$ cat src/pkg/supervisor_pkg.sv
package supervisor_pkg;
    // ==================================================
    // types
    typedef logic [31:0] word_t;
    typedef logic [31:0] cnt_t;
    typedef logic [7:0] addr_t;
    typedef enum logic {WD_RUN, WD_PULSE} wdt_state_t;

    // ==================================================
    // timing
    localparam int unsigned CLK_HZ = 50_000_000;
    localparam int unsigned CYC_PER_MS = CLK_HZ / 1000;
    localparam int unsigned T_WDT_SHORT_MS = 100;
    localparam int unsigned T_WDT_LONG_MS = 1600;
    localparam int unsigned T_RST_PULSE_MS = 50;
    localparam int unsigned WDT_SHORT_CYC = T_WDT_SHORT_MS * CYC_PER_MS;
    localparam int unsigned WDT_LONG_CYC = T_WDT_LONG_MS * CYC_PER_MS;
    localparam int unsigned RST_PULSE_CYC = T_RST_PULSE_MS * CYC_PER_MS;
    localparam cnt_t EXT_WDT_NORMAL_CLKS = 32'h0000_0400;
    localparam cnt_t EXT_WDT_AFTER_CLKS = 32'h0000_1000;
    localparam cnt_t EXT_RST_PULSE_CLKS = 32'h0000_0200;
    localparam cnt_t CNT_ONE = 32'h0000_0001;
    localparam cnt_t CNT_ZERO = 32'h0000_0000;

    // ==================================================
    // register map
    localparam addr_t ADDR_CTRL = 8'h00;
    localparam addr_t ADDR_STATUS = 8'h04;
    localparam addr_t ADDR_MASK = 8'h08;
    localparam addr_t ADDR_STATE = 8'h0C;
    localparam int CTRL_WDT_EN = 0;
    localparam logic CTRL_WDT_EN_RST = 1'h1;
    localparam int EVT_WDT = 0;
    localparam int EVT_BACKUP = 1;
    localparam int EVT_PFAIL = 2;
    localparam int EVT_W = 3;
    localparam int STATE_W = 7;
    localparam word_t WORD_ZERO = 32'h0000_0000;

    function automatic logic addr_hit(input addr_t a, input addr_t off);
        return a == off;
    endfunction
endpackage

$ cat src/pkg/timebase_if.sv
`timescale 1ns/1ps
interface timebase_if;
    logic tick;
    logic ext_mode;
    supervisor_pkg::cnt_t normal_limit;
    supervisor_pkg::cnt_t after_limit;
    supervisor_pkg::cnt_t pulse_limit;
    modport source(output tick, ext_mode, normal_limit, after_limit, pulse_limit);
    modport sink(input tick, ext_mode, normal_limit, after_limit, pulse_limit);
endinterface

$ cat src/rtl/timebase_sel.sv
`timescale 1ns/1ps
module timebase_sel #(
    parameter supervisor_pkg::cnt_t SHORT_CYC = 32'h0000_0001,
    parameter supervisor_pkg::cnt_t LONG_CYC = 32'h0000_0001,
    parameter supervisor_pkg::cnt_t PULSE_CYC = 32'h0000_0001
) (
    input logic pclk,
    input logic presetn,
    input logic timebase_select,
    input logic timebase_input,
    input logic freeze,
    timebase_if.source tb
);
    import supervisor_pkg::*;
    logic sel_reg;
    logic lvl_reg;
    logic in_prev_reg;

    // config is frozen while in backup, so the pins are ignored there
    always_ff @(posedge pclk or negedge presetn) begin
        if (!presetn) begin
            sel_reg <= 1'h1;
            lvl_reg <= 1'h1;
        end else if (!freeze) begin
            sel_reg <= timebase_select;
            lvl_reg <= timebase_input;
        end
    end

    always_ff @(posedge pclk or negedge presetn) begin
        if (!presetn) begin
            in_prev_reg <= 1'h0;
        end else begin
            in_prev_reg <= timebase_input;
        end
    end

    // external mode counts rising edges of the timing input
    assign tb.ext_mode = !sel_reg;
    assign tb.tick = sel_reg ? 1'h1 : (timebase_input && !in_prev_reg);
    assign tb.normal_limit = !sel_reg ? EXT_WDT_NORMAL_CLKS : (lvl_reg ? LONG_CYC : SHORT_CYC);
    assign tb.after_limit = !sel_reg ? EXT_WDT_AFTER_CLKS : LONG_CYC;
    assign tb.pulse_limit = !sel_reg ? EXT_RST_PULSE_CLKS : PULSE_CYC;
endmodule // timebase_sel

$ cat src/rtl/watchdog_core.sv
`timescale 1ns/1ps
module watchdog_core (
    input logic pclk,
    input logic presetn,
    timebase_if.sink tb,
    input logic kick,
    input logic kick_driven,
    input logic wdt_enable,
    input logic hold,
    output logic reset_active,
    output logic timeout_n,
    output logic timeout_evt
);
    import supervisor_pkg::*;
    wdt_state_t state_reg;
    cnt_t cnt_reg;
    cnt_t limit;
    logic after_reset_reg;
    logic kick_prev_reg;
    logic timeout_n_reg;
    logic evt_reg;
    logic toggled;
    logic active;
    logic expire;

    // a floating kick input means supervision is off
    assign toggled = kick_driven && (kick != kick_prev_reg);
    assign active = kick_driven && wdt_enable;
    assign limit = after_reset_reg ? tb.after_limit : tb.normal_limit;
    assign expire = (state_reg == WD_RUN) && !toggled && active && tb.tick && (cnt_reg >= limit - CNT_ONE);

    always_ff @(posedge pclk or negedge presetn) begin
        if (!presetn) begin
            kick_prev_reg <= 1'h0;
        end else begin
            kick_prev_reg <= kick;
        end
    end

    // ==================================================
    // period and reset pulse sequencing
    always_ff @(posedge pclk or negedge presetn) begin
        if (!presetn) begin
            state_reg <= WD_PULSE;
            cnt_reg <= CNT_ZERO;
            after_reset_reg <= 1'h1;
            evt_reg <= 1'h0;
        end else begin
            evt_reg <= 1'h0;
            if (hold) begin
                state_reg <= WD_PULSE;
                cnt_reg <= CNT_ZERO;
                after_reset_reg <= 1'h1;
            end else begin
                unique case (state_reg)
                    WD_RUN: begin
                        if (toggled) begin
                            cnt_reg <= CNT_ZERO;
                            after_reset_reg <= 1'h0;
                        end else if (!active) begin
                            cnt_reg <= CNT_ZERO;
                        end else if (expire) begin
                            state_reg <= WD_PULSE;
                            cnt_reg <= CNT_ZERO;
                            after_reset_reg <= 1'h1;
                            evt_reg <= 1'h1;
                        end else if (tb.tick) begin
                            cnt_reg <= cnt_reg + CNT_ONE;
                        end
                    end
                    WD_PULSE: begin
                        if (tb.tick && (cnt_reg >= tb.pulse_limit - CNT_ONE)) begin
                            state_reg <= WD_RUN;
                            cnt_reg <= CNT_ZERO;
                        end else if (tb.tick) begin
                            cnt_reg <= cnt_reg + CNT_ONE;
                        end
                    end
                endcase
            end
        end
    end

    // timeout flag stays low until the next kick edge or until hold is raised
    always_ff @(posedge pclk or negedge presetn) begin
        if (!presetn) begin
            timeout_n_reg <= 1'h1;
        end else if (hold || toggled) begin
            timeout_n_reg <= 1'h1;
        end else if (expire) begin
            timeout_n_reg <= 1'h0;
        end
    end

    assign reset_active = (state_reg == WD_PULSE);
    assign timeout_n = timeout_n_reg;
    assign timeout_evt = evt_reg;
endmodule // watchdog_core

$ cat src/rtl/supervisor_top.sv
// The APB register port and the placing of the registers were left to the implementer.
`timescale 1ns/1ps
module supervisor_top #(
    parameter supervisor_pkg::cnt_t WDT_SHORT_CYCLES = supervisor_pkg::WDT_SHORT_CYC,
    parameter supervisor_pkg::cnt_t WDT_LONG_CYCLES = supervisor_pkg::WDT_LONG_CYC,
    parameter supervisor_pkg::cnt_t RST_PULSE_CYCLES = supervisor_pkg::RST_PULSE_CYC
) (
    input logic pclk,
    input logic presetn,
    input logic psel,
    input logic penable,
    input logic pwrite,
    input supervisor_pkg::addr_t paddr,
    input supervisor_pkg::word_t pwdata,
    output supervisor_pkg::word_t prdata,
    output logic pready,
    output logic pslverr,
    input logic backup_mode,
    input logic supply_low,
    input logic power_fail_in,
    input logic ce_in_n,
    input logic watchdog_kick_in,
    input logic watchdog_kick_driven,
    input logic timebase_select,
    input logic timebase_input,
    output logic reset_n_out,
    output logic reset_out,
    output logic low_supply_n,
    output logic backup_active_flag,
    output logic watchdog_timeout_out,
    output logic power_fail_out,
    output logic ce_out_n,
    output logic irq
);
    import supervisor_pkg::*;

    // ==================================================
    // declarations
    logic ctrl_wdt_en_reg;
    logic [EVT_W-1:0] status_reg;
    logic [EVT_W-1:0] mask_reg;
    logic [EVT_W-1:0] evt_set;
    logic [EVT_W-1:0] evt_clr;
    word_t prdata_reg;
    word_t rd_data;
    logic pready_reg;
    logic pslverr_reg;
    logic irq_reg;
    logic backup_prev_reg;
    logic setup;
    logic access;
    logic mapped;
    logic rd_clear;
    logic wd_reset_active;
    logic wd_timeout_n;
    logic wd_timeout_evt;
    logic hold;
    logic reset_n_reg;
    logic reset_reg;
    logic low_supply_n_reg;
    logic backup_flag_reg;
    logic tmo_reg;
    logic pf_reg;
    logic ce_out_n_reg;
    logic pf_next;
    logic [STATE_W-1:0] state_bits;

    timebase_if tb_bus();

    // ==================================================
    // timebase and watchdog
    timebase_sel #(
        .SHORT_CYC(WDT_SHORT_CYCLES),
        .LONG_CYC(WDT_LONG_CYCLES),
        .PULSE_CYC(RST_PULSE_CYCLES)
    ) u_timebase (
        .pclk(pclk),
        .presetn(presetn),
        .timebase_select(timebase_select),
        .timebase_input(timebase_input),
        .freeze(backup_mode),
        .tb(tb_bus.source)
    );

    // backup and low supply both hold the watchdog in reset
    assign hold = backup_mode || supply_low;

    watchdog_core u_watchdog (
        .pclk(pclk),
        .presetn(presetn),
        .tb(tb_bus.sink),
        .kick(watchdog_kick_in),
        .kick_driven(watchdog_kick_driven),
        .wdt_enable(ctrl_wdt_en_reg),
        .hold(hold),
        .reset_active(wd_reset_active),
        .timeout_n(wd_timeout_n),
        .timeout_evt(wd_timeout_evt)
    );

    // ==================================================
    // pin outputs
    // power-fail comparison is switched off in backup to save battery
    assign pf_next = backup_mode ? 1'h0 : power_fail_in;

    // decided from the backup input itself, not from watchdog state,
    // so forcing lands at the very first edge that sees backup
    always_ff @(posedge pclk or negedge presetn) begin
        if (!presetn) begin
            reset_n_reg <= 1'h0;
            reset_reg <= 1'h1;
            low_supply_n_reg <= 1'h0;
            backup_flag_reg <= 1'h0;
            tmo_reg <= 1'h1;
            pf_reg <= 1'h0;
            ce_out_n_reg <= 1'h1;
        end else begin
            reset_n_reg <= !(hold || wd_reset_active);
            reset_reg <= hold || wd_reset_active;
            low_supply_n_reg <= !hold;
            backup_flag_reg <= backup_mode;
            tmo_reg <= backup_mode ? 1'h1 : wd_timeout_n;
            pf_reg <= pf_next;
            ce_out_n_reg <= hold ? 1'h1 : ce_in_n;
        end
    end

    assign reset_n_out = reset_n_reg;
    assign reset_out = reset_reg;
    assign low_supply_n = low_supply_n_reg;
    assign backup_active_flag = backup_flag_reg;
    assign watchdog_timeout_out = tmo_reg;
    assign power_fail_out = pf_reg;
    assign ce_out_n = ce_out_n_reg;

    // ==================================================
    // apb slave
    // one wait-free access: data is prepared during setup
    assign setup = psel && !penable;
    assign access = psel && penable && pready_reg;
    assign mapped = addr_hit(paddr, ADDR_CTRL) || addr_hit(paddr, ADDR_STATUS) ||
        addr_hit(paddr, ADDR_MASK) || addr_hit(paddr, ADDR_STATE);

    assign state_bits = {tb_bus.ext_mode, low_supply_n_reg, ce_out_n_reg, pf_reg,
        tmo_reg, reset_n_reg, backup_flag_reg};

    always_comb begin
        rd_data = WORD_ZERO;
        if (addr_hit(paddr, ADDR_CTRL)) begin
            rd_data[CTRL_WDT_EN] = ctrl_wdt_en_reg;
        end else if (addr_hit(paddr, ADDR_STATUS)) begin
            rd_data[EVT_W-1:0] = status_reg;
        end else if (addr_hit(paddr, ADDR_MASK)) begin
            rd_data[EVT_W-1:0] = mask_reg;
        end else if (addr_hit(paddr, ADDR_STATE)) begin
            rd_data[STATE_W-1:0] = state_bits;
        end
    end

    always_ff @(posedge pclk or negedge presetn) begin
        if (!presetn) begin
            pready_reg <= 1'h0;
            pslverr_reg <= 1'h0;
            prdata_reg <= WORD_ZERO;
        end else begin
            pready_reg <= setup;
            pslverr_reg <= setup && !mapped;
            prdata_reg <= (setup && !pwrite) ? rd_data : WORD_ZERO;
        end
    end

    assign prdata = prdata_reg;
    assign pready = pready_reg;
    assign pslverr = pslverr_reg;

    // disabling here is possible but lengthening the period is safer
    always_ff @(posedge pclk or negedge presetn) begin
        if (!presetn) begin
            ctrl_wdt_en_reg <= CTRL_WDT_EN_RST;
            mask_reg <= '0;
        end else if (access && pwrite) begin
            if (addr_hit(paddr, ADDR_CTRL)) begin
                ctrl_wdt_en_reg <= pwdata[CTRL_WDT_EN];
            end
            if (addr_hit(paddr, ADDR_MASK)) begin
                mask_reg <= pwdata[EVT_W-1:0];
            end
        end
    end

    // ==================================================
    // interrupts
    // only bits that were actually returned are cleared, and a new
    // event in the clearing cycle still sets its bit
    assign rd_clear = access && !pwrite && addr_hit(paddr, ADDR_STATUS);
    assign evt_clr = rd_clear ? prdata_reg[EVT_W-1:0] : '0;
    assign evt_set = {
        pf_reg && !pf_next && !backup_mode,
        backup_mode && !backup_prev_reg,
        wd_timeout_evt
    };

    always_ff @(posedge pclk or negedge presetn) begin
        if (!presetn) begin
            status_reg <= '0;
            backup_prev_reg <= 1'h0;
            irq_reg <= 1'h0;
        end else begin
            status_reg <= (status_reg & ~evt_clr) | evt_set;
            backup_prev_reg <= backup_mode;
            irq_reg <= |(status_reg & mask_reg);
        end
    end

    assign irq = irq_reg;

    // ==================================================
    // checks
    AST_BACKUP_RESET_N: assert property (
        @(posedge pclk) disable iff (!presetn)
        backup_mode |=> !reset_n_out
    ) else $error("reset_n not low in backup");

    AST_BACKUP_FLAGS: assert property (
        @(posedge pclk) disable iff (!presetn)
        backup_mode |=> (!low_supply_n && backup_active_flag && watchdog_timeout_out)
    ) else $error("backup flags not forced");

    AST_BACKUP_RESET_HI: assert property (
        @(posedge pclk) disable iff (!presetn)
        backup_mode |=> reset_out
    ) else $error("active high reset not high in backup");

    AST_BACKUP_CE: assert property (
        @(posedge pclk) disable iff (!presetn)
        (backup_mode && !ce_in_n) |=> ce_out_n
    ) else $error("chip enable passed in backup");

    AST_BACKUP_PF_IN: assert property (
        @(posedge pclk) disable iff (!presetn)
        (backup_mode && power_fail_in) [*2] |=> !power_fail_out
    ) else $error("power fail input leaked in backup");

    AST_FLOAT_NO_TIMEOUT: assert property (
        @(posedge pclk) disable iff (!presetn)
        !watchdog_kick_driven |=> !wd_timeout_evt
    ) else $error("timeout while kick input floating");

    AST_EXT_TIMEBASE: assert property (
        @(posedge pclk) disable iff (!presetn)
        (!backup_mode && !timebase_select) |=>
            (tb_bus.normal_limit == EXT_WDT_NORMAL_CLKS && tb_bus.ext_mode)
    ) else $error("external timebase not chosen");

    AST_INT_SHORT: assert property (
        @(posedge pclk) disable iff (!presetn)
        (!backup_mode && timebase_select && !timebase_input) |=>
            (tb_bus.normal_limit == WDT_SHORT_CYCLES)
    ) else $error("short internal period not chosen");

    AST_INT_LONG: assert property (
        @(posedge pclk) disable iff (!presetn)
        (!backup_mode && timebase_select && timebase_input) |=>
            (tb_bus.normal_limit == WDT_LONG_CYCLES)
    ) else $error("long internal period not chosen");

    AST_BACKUP_PF_OUT: assert property (
        @(posedge pclk) disable iff (!presetn)
        backup_mode |=> !power_fail_out
    ) else $error("power fail output not low in backup");

    AST_TIMEOUT_RESET: assert property (
        @(posedge pclk) disable iff (!presetn)
        (wd_timeout_evt && !hold) |=> (!reset_n_out && reset_out && !watchdog_timeout_out)
    ) else $error("timeout did not start reset pulse");

    AST_FORCE_FIRST_EDGE: assert property (
        @(posedge pclk) disable iff (!presetn)
        $rose(backup_mode) |=> (ce_out_n && !power_fail_out && !reset_n_out)
    ) else $error("forcing late after backup entry");

    AST_IRQ_LEVEL: assert property (
        @(posedge pclk) disable iff (!presetn)
        (|(status_reg & mask_reg)) |=> irq
    ) else $error("irq missing for unmasked status");

    AST_PF_FOLLOW: assert property (
        @(posedge pclk) disable iff (!presetn)
        !backup_mode |=> (power_fail_out == $past(power_fail_in))
    ) else $error("power fail output not following input");

    AST_CE_FOLLOW: assert property (
        @(posedge pclk) disable iff (!presetn)
        !hold |=> (ce_out_n == $past(ce_in_n))
    ) else $error("chip enable not following input");

    AST_CONFIG_FROZEN: assert property (
        @(posedge pclk) disable iff (!presetn)
        backup_mode |=> ($stable(tb_bus.ext_mode) && $stable(tb_bus.normal_limit))
    ) else $error("timebase config changed in backup");

    AST_HOLD_NO_EVT: assert property (
        @(posedge pclk) disable iff (!presetn)
        hold |=> !wd_timeout_evt
    ) else $error("timeout while held");

    AST_DISABLED_NO_EVT: assert property (
        @(posedge pclk) disable iff (!presetn)
        !ctrl_wdt_en_reg |=> !wd_timeout_evt
    ) else $error("timeout while disabled");

    AST_PREADY_ONE: assert property (
        @(posedge pclk) disable iff (!presetn)
        (psel && !penable) |=> pready
    ) else $error("pready missing after setup");

    AST_PREADY_PULSE: assert property (
        @(posedge pclk) disable iff (!presetn)
        pready |=> !pready
    ) else $error("pready longer than one cycle");

    AST_SLVERR: assert property (
        @(posedge pclk) disable iff (!presetn)
        (psel && !penable && !mapped) |=> pslverr
    ) else $error("no error for unmapped address");

    AST_STATUS_WDT: assert property (
        @(posedge pclk) disable iff (!presetn)
        wd_timeout_evt |=> status_reg[EVT_WDT]
    ) else $error("timeout status not set");

    AST_STATUS_BACKUP: assert property (
        @(posedge pclk) disable iff (!presetn)
        $rose(backup_mode) |=> status_reg[EVT_BACKUP]
    ) else $error("backup entry status not set");

    AST_IRQ_CLEAR: assert property (
        @(posedge pclk) disable iff (!presetn)
        !(|(status_reg & mask_reg)) |=> !irq
    ) else $error("irq high without unmasked status");
endmodule // supervisor_top

$ cat config.mk
export PLATFORM = sky130hd
export DESIGN_NAME = supervisor_top
export DESIGN_NICKNAME = d
export VERILOG_FILES = /design/src/pkg/supervisor_pkg.sv /design/src/pkg/timebase_if.sv /design/src/rtl/timebase_sel.sv /design/src/rtl/watchdog_core.sv /design/src/rtl/supervisor_top.sv
export SDC_FILE = /design/constraint.sdc
export NUM_CORES = 1
export LEC_CHECK = 0
export BUFFER_PORTS_ARGS = -buffer_cell sky130_fd_sc_hd__buf_2
export CORE_MARGIN = 3
export CORE_UTILIZATION = 30
export CTS_CLUSTER_SIZE = 12
export DETAILED_ROUTE_END_ITERATION = 7
export MAX_ROUTING_LAYER = met4
export SLEW_MARGIN = 25
export SYNTH_ARGS = -nofsm -noshare
export SYNTH_HDL_FRONTEND = slang
export SYNTH_HIERARCHICAL = 1
export SYNTH_SLANG_ARGS = --single-unit
$ cat constraint.sdc
create_clock -name pclk -period 5.1 [get_ports pclk]
set_input_delay 0.255 -clock pclk [delete_from_list [all_inputs] [get_ports pclk]]
set_output_delay 0.255 -clock pclk [all_outputs]
set_load 0.05 [all_outputs]
==> impl_metrics.json, run 1 <==
{
  "outcome": "finished clean",
  "layout.cells.non_filler": 1232,
  "clk_pin_slew_ns": 0.05,
  "die_x_um": 164.9,
  "antenna_found_initial": 0,
  "grt_overflow": 0,
  "synth_ff_type": "dfrtp_1",
  "tightest_slew_ns": 0.8329,
  "wl_mm": 17.24,
  "cp_common_cell": "buf_4",
  "ff2ff_setup_slack_ns": 0.44,
  "crit_slowest_cell": "dfstp_2",
  "seq_area_mm2": 0.001613,
  "grt_pass1_wl_mm": 28.41,
  "required_ns": 5.36,
  "ys_ff_latch": 64,
  "rows": 57,
  "fin_crit_sh": 0.9141,
  "hold_path.class": "input port to flip-flop",
  "post-synth-top-count-cell": "buf_4",
  "multiInputGateArea_mm2": 0.005205,
  "post-place-cells": 1216,
  "yosysTopAreaCellShare": 0.1817,
  "wire_per_inst_um": 13.99,
  "netlist_instances": 898,
  "p_comb_frac": 0.184,
  "drc": 0,
  "post-dp-hpwl_mm": 13.03,
  "slew_violations": 0,
  "drive_gt1_frac": 0.1200,
  "synth_commonest_cells": "buf_4 (118), ha_1 (67), nor2_1 (59), dfrtp_1 (55), nand2_1 (50)",
  "ant_nets": 0,
  "critPathCaptureType": "flip-flop",
  "pre_cts_ws_ns": 0.3052,
  "io_pins": 95,
  "cts-root-buf": "clkbuf_16",
  "switchingPower_mw": 0.4219,
  "fmax_mhz": 214.5,
  "drt_iter0_markers": 294,
  "tritoncts": "done",
  "yosys-top-cells-area": "dfrtp_1 (18%), buf_4 (12%), ha_1 (11%), xnor2_1 (5.3%), mux2i_1 (4.1%)",
  "via_per_inst": 4.956,
  "pwr-share-clk": 0.441,
  "portBuffers": 40,
  "cp.arrival_ns": 4.92,
  "ctsLongestPathBuffers": 2,
  "grt.total_usage": 0.1320,
  "cts_buffers": 9,
  "syn_area_mm2": 0.007575,
  "hold_viol": 0,
  "syn_avg_cell_area_um2": 8.435,
  "nNetsFinal": 1023,
  "p_per_area_mw_per_mm2": 176.5,
  "synth_cell_types": 74,
  "setup_viol": 0,
  "yosys.area.top_type": "dfrtp_1",
  "whs_ns": 0.04230,
  "min_period_ns": 4.662,
  "vias": 6106,
  "gp_congestion": 0.8440,
  "largest_register_ffs": 32,
  "die_area_mm2": 0.02719,
  "synth_edf_count": 0,
  "n_antenna_cell": 0,
  "total_power_mw": 1.397,
  "drt-pass1-iter-count": 5,
  "seq_power_share": 0.375,
  "grt_pass1_vias": 5779,
  "internal_power_mw": 0.9747,
  "critical-path-max-stage-delay_ns": 0.54,
  "slew_headroom": 0.4447,
  "crit_fanout": 10,
  "fillers": 2562,
  "start_util": 0.3088,
  "numClockSinks": 64,
  "fin_worst_skew_ns": 0.009731,
  "leakage_nw": 3.501,
  "path_cells": "nand2b_1 -> inv_1 -> buf_4 -> or3_1 -> a222oi_1 -> buf_4 -> nand4_2 -> nor3_1 -> xor2_1 -> mux2i_1 -> ha_1 -> nand4_1 -> nor4_2 -> o311ai_0 -> and3_1 -> a221o_1",
  "path_class": "flip-flop to flip-flop",
  "grt_max_degree": 65,
  "area_growth_pct": 4.493,
  "vdd_drop_max_mv": 0.1791,
  "seq_area_frac_synth": 0.2129,
  "async_reset_ff_frac": 1.000,
  "clock_latency_ns": 0.34,
  "die_h_um": 164.9,
  "htree_num_levels": 3,
  "drv_cap": 0,
  "swShare": 0.3021,
  "start_kind": "flip-flop",
  "core_mm2": 0.02453,
  "setup_slack_ns": 0.4380,
  "yosys_warnings": 6
}
-- power groups by stage --
stage / sequential, mW / clock, mW / combinational [mW]
global placement: 0.532 / 0 / 0.248
CTS: 0.524 / 0.628 / 0.252
detailed placement: 0.532 / 0 / 0.251
floorplan: 0.539 / 0 / 0.265
finish: 0.523 / 0.616 / 0.257
global route: 0.524 / 0.653 / 0.291
-- final timing paths --
| check | startpoint | end | cells after the start |
|---|---|---|---|
| min reg2reg | prdata[0] | status_reg[0] | 1 |
| min in group asynchronous | presetn | irq | 2 |
| max reg2reg | u_timebase/lvl_reg | u_watchdog/timeout_n | 16 |
| min | timebase_input | u_timebase/in_prev_reg | 1 |
| max | u_timebase/lvl_reg | u_watchdog/timeout_n | 16 |
| max in group asynchronous | presetn | u_watchdog/cnt_reg[22] | 2 |
-- logic make-up (layout without fill, tap and decap cells) --
| family | Yosys count | count (layout) | share of synthesized area |
|---|---|---|---|
| compound gates | 158 | 158 | 0.1483 |
| xor+xnor | 81 | 81 | 0.09366 |
| fa+ha+maj | 67 | 67 | 0.1107 |
| buf+inv | 170 | 92 | 0.1447 |
| flops | 64 | 64 | 0.2129 |
| mux | 39 | 39 | 0.05484 |
| other cells | 3 | 91 | 0.001487 |
| simple gates | 316 | 316 | 0.2334 |
-- final cells by class --
type,instances,share of cell area
Clock inverter,7,0.009010
Sequential cell,64,0.2038
Multi-Input combinational cell,752,0.6576
Clock buffer,9,0.02845
Inverter,20,0.009485
Timing Repair Buffer,56,0.04047
Tap cell,324,0.05122
-- cells in the final DEF, fill, tap and decap left out, drive strengths merged, types with 15 or more instances in the layout --
cell     netlist  final
xor2          35     35
o2bb2ai       31     31
xnor2         46     46
dfrtp         55     55
inv           20     21
or4           15     15
o21ai         27     27
conb           3     91
nor2          59     59
a21oi         42     42
ha            67     67
nand4         27     27
nor3          36     36
mux2i         31     31
buf          126     56
nand3         26     26
nand2         51     51
or3           16     16
-- per-stage QoR --
step | util | setup TNS (ns) | area, um2
3_3_place_gp | 0.3102 | 0 | 7610
6_report | 0.3226 | 0 | 7915
3_5_place_dp | 0.3102 | 0 | 7610
2_1_floorplan | - | 0 | 7905
5_1_grt | 0.3226 | -0.0004823 | 7915
4_1_cts | 0.3223 | 0 | 7906
-- layer usage --
metal  vias to the layer above  global-route usage  routed length, um
met3                        26             0.01279                908
met5                         -                   -                  0
met1                      2791              0.1744               8251
li1                       3129                   -                  -
met4                         0             0.04461                392
met2                       160              0.2120               7682
-- critical path: cells and delay by family (launching register included) --
family	cells	cell delay, ns
multiplexers	1	0.10
AND/OR/NAND/NOR	7	1.90
XOR/XNOR	1	0.16
adder cells (fa/ha/maj)	1	0.28
flip-flops	1	0.54
AO/OA/AOI/OAI	3	0.98
buffers and inverters	3	0.61
-- timing repair --
action | CTS | global route
setup buffers | 0 | 0
gates resized for setup | 0 | 1
hold buffers | 0 | 0
setup endpoints to repair | 0 | 33
(Power assumes the default switching activity.)
==> run 2: changes to the inputs <==
--- a/config.mk
+++ b/config.mk
@@ -6,6 +6,7 @@
 export NUM_CORES = 1
 export LEC_CHECK = 0
 export BUFFER_PORTS_ARGS = -buffer_cell sky130_fd_sc_hd__buf_2
+export CORE_ASPECT_RATIO = 0.8
 export CORE_MARGIN = 3
 export CORE_UTILIZATION = 30
 export CTS_CLUSTER_SIZE = 12
==> run 2 against run 1 <==
Total power up 6.0%; flip-flop and latch count unchanged; final cell count down 0.24%; combinational power about the same; maximum frequency up 0.36%; die area about the same; clock power up 13%.
==> impl_metrics.json, run 2 (synthesized netlist as in run 1, its figures left out) <==
{
  "outcome": "finished clean",
  "rsz0062_at_grt": "false",
  "seq_power_share": 0.354,
  "drc": 0,
  "post_cts_buffers": 0,
  "switchingPower_mw": 0.4162,
  "vias": 6088,
  "p_comb_frac": 0.175,
  "cts_buffers": 9,
  "setup_viol": 0,
  "cts_resized": 0,
  "portBuffers": 40,
  "tightest_slew_ns": 0.8337,
  "wl_mm": 18.10,
  "seq_area_mm2": 0.001613,
  "place_area_mm2": 0.007637,
  "htree_num_levels": 3,
  "die_h_um": 148.1,
  "area_growth_pct": 5.335,
  "ff2ff_setup_slack_ns": 0.45,
  "gp_congestion": 0.8306,
  "ant_nets": 0,
  "slew_violations": 0,
  "swShare": 0.2811,
  "cp.arrival_ns": 4.88,
  "die_area_mm2": 0.02720,
  "clk_pin_slew_ns": 0.06,
  "hold_viol": 0,
  "nNetsFinal": 1026,
  "fin_worst_skew_ns": 0.01037,
  "die_x_um": 183.7,
  "final.setup.tns_ns": 0,
  "start_kind": "flip-flop",
  "grt_pass1_vias": 5573,
  "leakage_nw": 3.526,
  "via_per_inst": 4.954,
  "most-common-layout-cells": "conb_1 (91), ha_1 (67), nor2_1 (59)",
  "n_antenna_cell": 0,
  "drt_iter0_markers": 359,
  "grt.total_usage": 0.1354,
  "internal_power_mw": 1.064,
  "io_pins": 95,
  "path_class": "flip-flop to flip-flop",
  "drt-pass1-iter-count": 7,
  "critPathCaptureType": "flip-flop",
  "largest_register_ffs": 32,
  "crit_fanout": 32,
  "final_cell_area_mm2": 0.007979,
  "pwr-share-clk": 0.471,
  "p_per_area_mw_per_mm2": 185.5,
  "grt_pass1_wl_mm": 29.02,
  "grt_overflow": 0,
  "layout_commonest_cell": "conb_1",
  "hold_buffers": 0,
  "rows": 51,
  "slew_headroom": 0.4442,
  "multiInputGateArea_mm2": 0.005196,
  "numClockSinks": 64,
  "fin_util": 0.3248,
  "whs_ns": 0.04683,
  "crit_slowest_cell": "dfstp_2",
  "vdd_drop_max_mv": 0.1496,
  "antenna_found_initial": 0,
  "grt_max_degree": 65,
  "critical-path-max-stage-delay_ns": 0.71,
  "start_util": 0.3083,
  "ctsLongestPathBuffers": 2,
  "post-dp-hpwl_mm": 13.75,
  "fillers": 2549,
  "wire_per_inst_um": 14.73,
  "cts-root-buf": "clkbuf_16",
  "drive_gt1_frac": 0.1218,
  "path_cells": "buf_4 -> inv_1 -> or4_1 -> nor2_1 -> nand3_1 -> nor4_1 -> xnor2_1 -> ha_1 -> and4_1 -> nand2_1 -> nor4_1 -> o311ai_1 -> and3_1 -> buf_4 -> a21o_1",
  "fin_crit_sh": 0.9108,
  "required_ns": 5.33,
  "tritoncts": "done",
  "core_mm2": 0.02457,
  "drv_cap": 0,
  "fmax_mhz": 215.3,
  "clock_latency_ns": 0.34,
  "min_period_ns": 4.645,
  "hold_path.class": "input port to flip-flop"
}
==> run 2: layout make-up <==
class,count,share of cell area
repair buffers,59,0.04454
clock inverters,4,0.009409
multi-input cells,752,0.6512
flip-flops and latches,64,0.2021
well taps,318,0.04987
inverters,20,0.009409
clock buffers,12,0.03340
==> run 2: critical path, delay by kind of cell, from the launching register on <==
family	cells	cell delay (ns)
simple gates	8	2.24
buf+inv	3	0.75
flops	1	0.71
compound gates	2	0.41
fa+ha+maj	1	0.30
xor+xnor	1	0.13
==> run 2: through the flow <==
| stage | power, mW | setup WS, ns | instances |
|---|---|---|---|
| 5_1_grt | 1.554 | 0.1624 | 1229 |
| 4_1_cts | 1.489 | 0.4262 | 1229 |
| 3_3_place_gp | 0.7832 | 0.4597 | 1213 |
| 2_1_floorplan | 0.8040 | 0.7856 | 986 |
| 6_report | 1.480 | 0.4548 | 1229 |
| 3_5_place_dp | 0.7858 | 0.4481 | 1213 |
==> run 2: metal layers <==
layer / part of all wire / GRT usage
met2: 0.39 / 0.1870
met4: 0.0083 / 0.02550
met5: 0 / -
met1: 0.54 / 0.2042
met3: 0.063 / 0.02689
==> run 2: final timing paths <==
check                              startpoint                     end  cells past startpoint
setup / recovery           u_timebase/sel_reg  u_watchdog/cnt_reg[27]                     15
hold / removal                 timebase_input  u_timebase/in_prev_reg                      1
setup reg to reg           u_timebase/sel_reg  u_watchdog/cnt_reg[27]                     15
hold reg to reg                     prdata[0]           status_reg[0]                      1
max in group asynchronous             presetn   u_watchdog/cnt_reg[6]                      2
min in group asynchronous             presetn               prdata[4]                      2
==> run 2: power groups by stage <==
stage	Sequential, mW	Clock, mW	Combinational [mW]
finish	0.524	0.697	0.260
detailed placement	0.532	0	0.254
global route	0.524	0.738	0.292
floorplan	0.539	0	0.265
global placement	0.532	0	0.251
CTS	0.524	0.711	0.255
==> run 3: changes to the inputs <==
--- a/config.mk
+++ b/config.mk
@@ -6,12 +6,15 @@
 export NUM_CORES = 1
 export LEC_CHECK = 0
 export BUFFER_PORTS_ARGS = -buffer_cell sky130_fd_sc_hd__buf_2
+export CELL_PAD_IN_SITES_DETAIL_PLACEMENT = 0
+export CELL_PAD_IN_SITES_GLOBAL_PLACEMENT = 1
 export CORE_ASPECT_RATIO = 0.8
 export CORE_MARGIN = 3
-export CORE_UTILIZATION = 30
+export CORE_UTILIZATION = 42
 export CTS_CLUSTER_SIZE = 12
 export DETAILED_ROUTE_END_ITERATION = 7
 export MAX_ROUTING_LAYER = met4
+export PLACE_DENSITY_LB_ADDON = 0.1
 export SLEW_MARGIN = 25
 export SYNTH_ARGS = -nofsm -noshare
 export SYNTH_HDL_FRONTEND = slang
==> run 3 against run 2 <==
Non-clock buffer count shrank 3; worst setup slack better by 0.0028 ns; clock-buffer cell count decreased by 2; critical path depth up 2.
==> impl_metrics.json, run 3 (synthesized netlist as in run 1, its figures left out) <==
{
  "min_period_ns": 4.642,
  "setup_slack_ns": 0.4576,
  "required_ns": 5.35,
  "core_mm2": 0.01749,
  "largest_register_ffs": 32,
  "tightest_slew_ns": 0.9783,
  "fin_worst_skew_ns": 0.004823,
  "numClockSinks": 64,
  "drt_iter0_markers": 290,
  "grt_pass1_vias": 5986,
  "tritoncts": "done",
  "drc": 0,
  "rsz0062_at_grt": "false",
  "grt_pass1_wl_mm": 30.91,
  "outcome": "finished clean",
  "total_power_mw": 1.464,
  "leakage_nw": 3.506,
  "hold_path.class": "input port to flip-flop",
  "area_growth_pct": 3.320,
  "post_cts_buffers": 0,
  "rows": 43,
  "seq_area_mm2": 0.001613,
  "io_pins": 95,
  "ctsLongestPathBuffers": 2,
  "drt-pass1-iter-count": 7,
  "post-dp-hpwl_mm": 14.27,
  "fmax_mhz": 215.4,
  "n_antenna_cell": 0,
  "cp.arrival_ns": 4.90,
  "startpoint": "u_timebase/lvl_reg",
  "p_per_area_mw_per_mm2": 187.0,
  "start_util": 0.4332,
  "nNetsFinal": 1023,
  "final_cell_area_mm2": 0.007826,
  "crit_fanout": 12,
  "hold_viol": 0,
  "path_delay_family": "simple AND/OR/NAND/NOR gates",
  "most-common-layout-cells": "conb_1 (91), ha_1 (67), nor2_1 (59)",
  "critPathCaptureType": "flip-flop",
  "wl_mm": 18.60,
  "ant_nets": 0,
  "antenna_found_initial": 1,
  "grt_overflow": 0,
  "cts-root-buf": "clkbuf_16",
  "multiInputGateArea_mm2": 0.005205,
  "worstSetupEndpoint": "u_watchdog/cnt_reg[8]",
  "clk_pin_slew_ns": 0.06,
  "hold_buffers": 0,
  "die_x_um": 156.1,
  "slew_headroom": 0.3409,
  "setup_viol": 0,
  "die_h_um": 126.1,
  "fillers": 1714,
  "htree_num_levels": 3,
  "drv_cap": 0,
  "via_per_inst": 5.460,
  "final.setup.tns_ns": 0,
  "clock_latency_ns": 0.33,
  "ff2ff_setup_slack_ns": 0.46,
  "die_area_mm2": 0.01969,
  "start_kind": "flip-flop",
  "path_class": "flip-flop to flip-flop",
  "wire_per_inst_um": 16.41,
  "crit_cells": 17,
  "slew_violations": 0,
  "fin_crit_sh": 0.9103,
  "grt.total_usage": 0.1979,
  "vdd_drop_max_mv": 0.1631,
  "drive_gt1_frac": 0.1200,
  "cts_buffers": 9,
  "r2r_start": "u_timebase/lvl_reg",
  "layout_commonest_cell": "conb_1",
  "gp_congestion": 0.8859,
  "pre_cts_ws_ns": 0.3284,
  "path_cells": "nand2b_1 -> inv_1 -> buf_4 -> nor3_1 -> o22ai_1 -> or4b_2 -> nor3b_1 -> nand3b_1 -> xnor2_1 -> ha_1 -> a21oi_1 -> o21a_1 -> o22ai_1 -> buf_4 -> nor2_1 -> nand2_1 -> o2bb2ai_1",
  "grt_max_degree": 65,
  "critical-path-max-stage-delay_ns": 0.76,
  "reg2reg_to": "u_watchdog/cnt_reg[8]",
  "crit_slowest_cell": "or4b_2",
  "worstRegToRegCells": 17,
  "path_buf_inv": 3,
  "place_area_mm2": 0.007486,
  "vias": 6186,
  "portBuffers": 40
}
-- run 3: worst reg2reg max path: stages (launching register included) --
cell       delay [ns]
dfstp_2          0.54
nand2b_1         0.16
inv_1            0.15
buf_4            0.19
nor3_1           0.14
o22ai_1          0.15
or4b_2           0.76
nor3b_1          0.32
nand3b_1         0.14
xnor2_1          0.15
ha_1             0.31
a21oi_1          0.15
o21a_1           0.15
o22ai_1          0.09
buf_4            0.21
nor2_1           0.61
nand2_1          0.15
o2bb2ai_1        0.19
-- run 3: timing repair --
action,in CTS,in global routing
endpoints found under the hold margin,0,0
endpoints found under the setup margin,0,20
gates resized for setup,0,1
-- run 3: layout make-up --
type,instances,share of cell area
clock buffers,10,0.03054
clock inverters,6,0.01183
inverters,20,0.009592
multi-input cells,752,0.6651
flip-flops and latches,64,0.2061
well taps,225,0.03597
repair buffers,56,0.04093
-- run 3: how the worst min path moves through the flow --
stage	startpoint	end	slack (ns)	depth (start not counted)
floorplan	presetn	backup_prev_reg	-0.04	0
global placement	timebase_input	u_timebase/in_prev_reg	0.39	1
detailed placement	timebase_input	u_timebase/in_prev_reg	0.39	1
CTS	timebase_input	u_timebase/in_prev_reg	0.04	1
global route	timebase_input	u_timebase/in_prev_reg	0.04	1
finish	timebase_input	u_timebase/in_prev_reg	0.05	1
-- run 3: per-stage QoR --
stage / std cells / util / hold slack [ns]
floorplan: 986 / - / -0.04059
global placement: 1117 / 0.4281 / 0.3935
detailed placement: 1117 / 0.4281 / 0.3922
CTS: 1133 / 0.4471 / 0.03762
global route: 1133 / 0.4476 / 0.04119
finish: 1133 / 0.4476 / 0.04733
-- run 3: power by group --
| part | internal (mW) | switching [mW] | total [mW] |
|---|---|---|---|
| Sequential | 0.515 | 0.00569 | 0.521 |
| Combinational | 0.0797 | 0.180 | 0.260 |
| Clock | 0.443 | 0.240 | 0.682 |
| Total | 1.04 | 0.426 | 1.46 |
-- run 3: routing by layer --
layer  share of wire  global-route usage  up-vias  wire length, um
met4          0.0097             0.04632        0              180
met5               0                   -        -                0
met3           0.039             0.02714       11              731
met1            0.50              0.2744     2933             9249
met2            0.45              0.3074      119             8436
li1                -                   -     3123                -
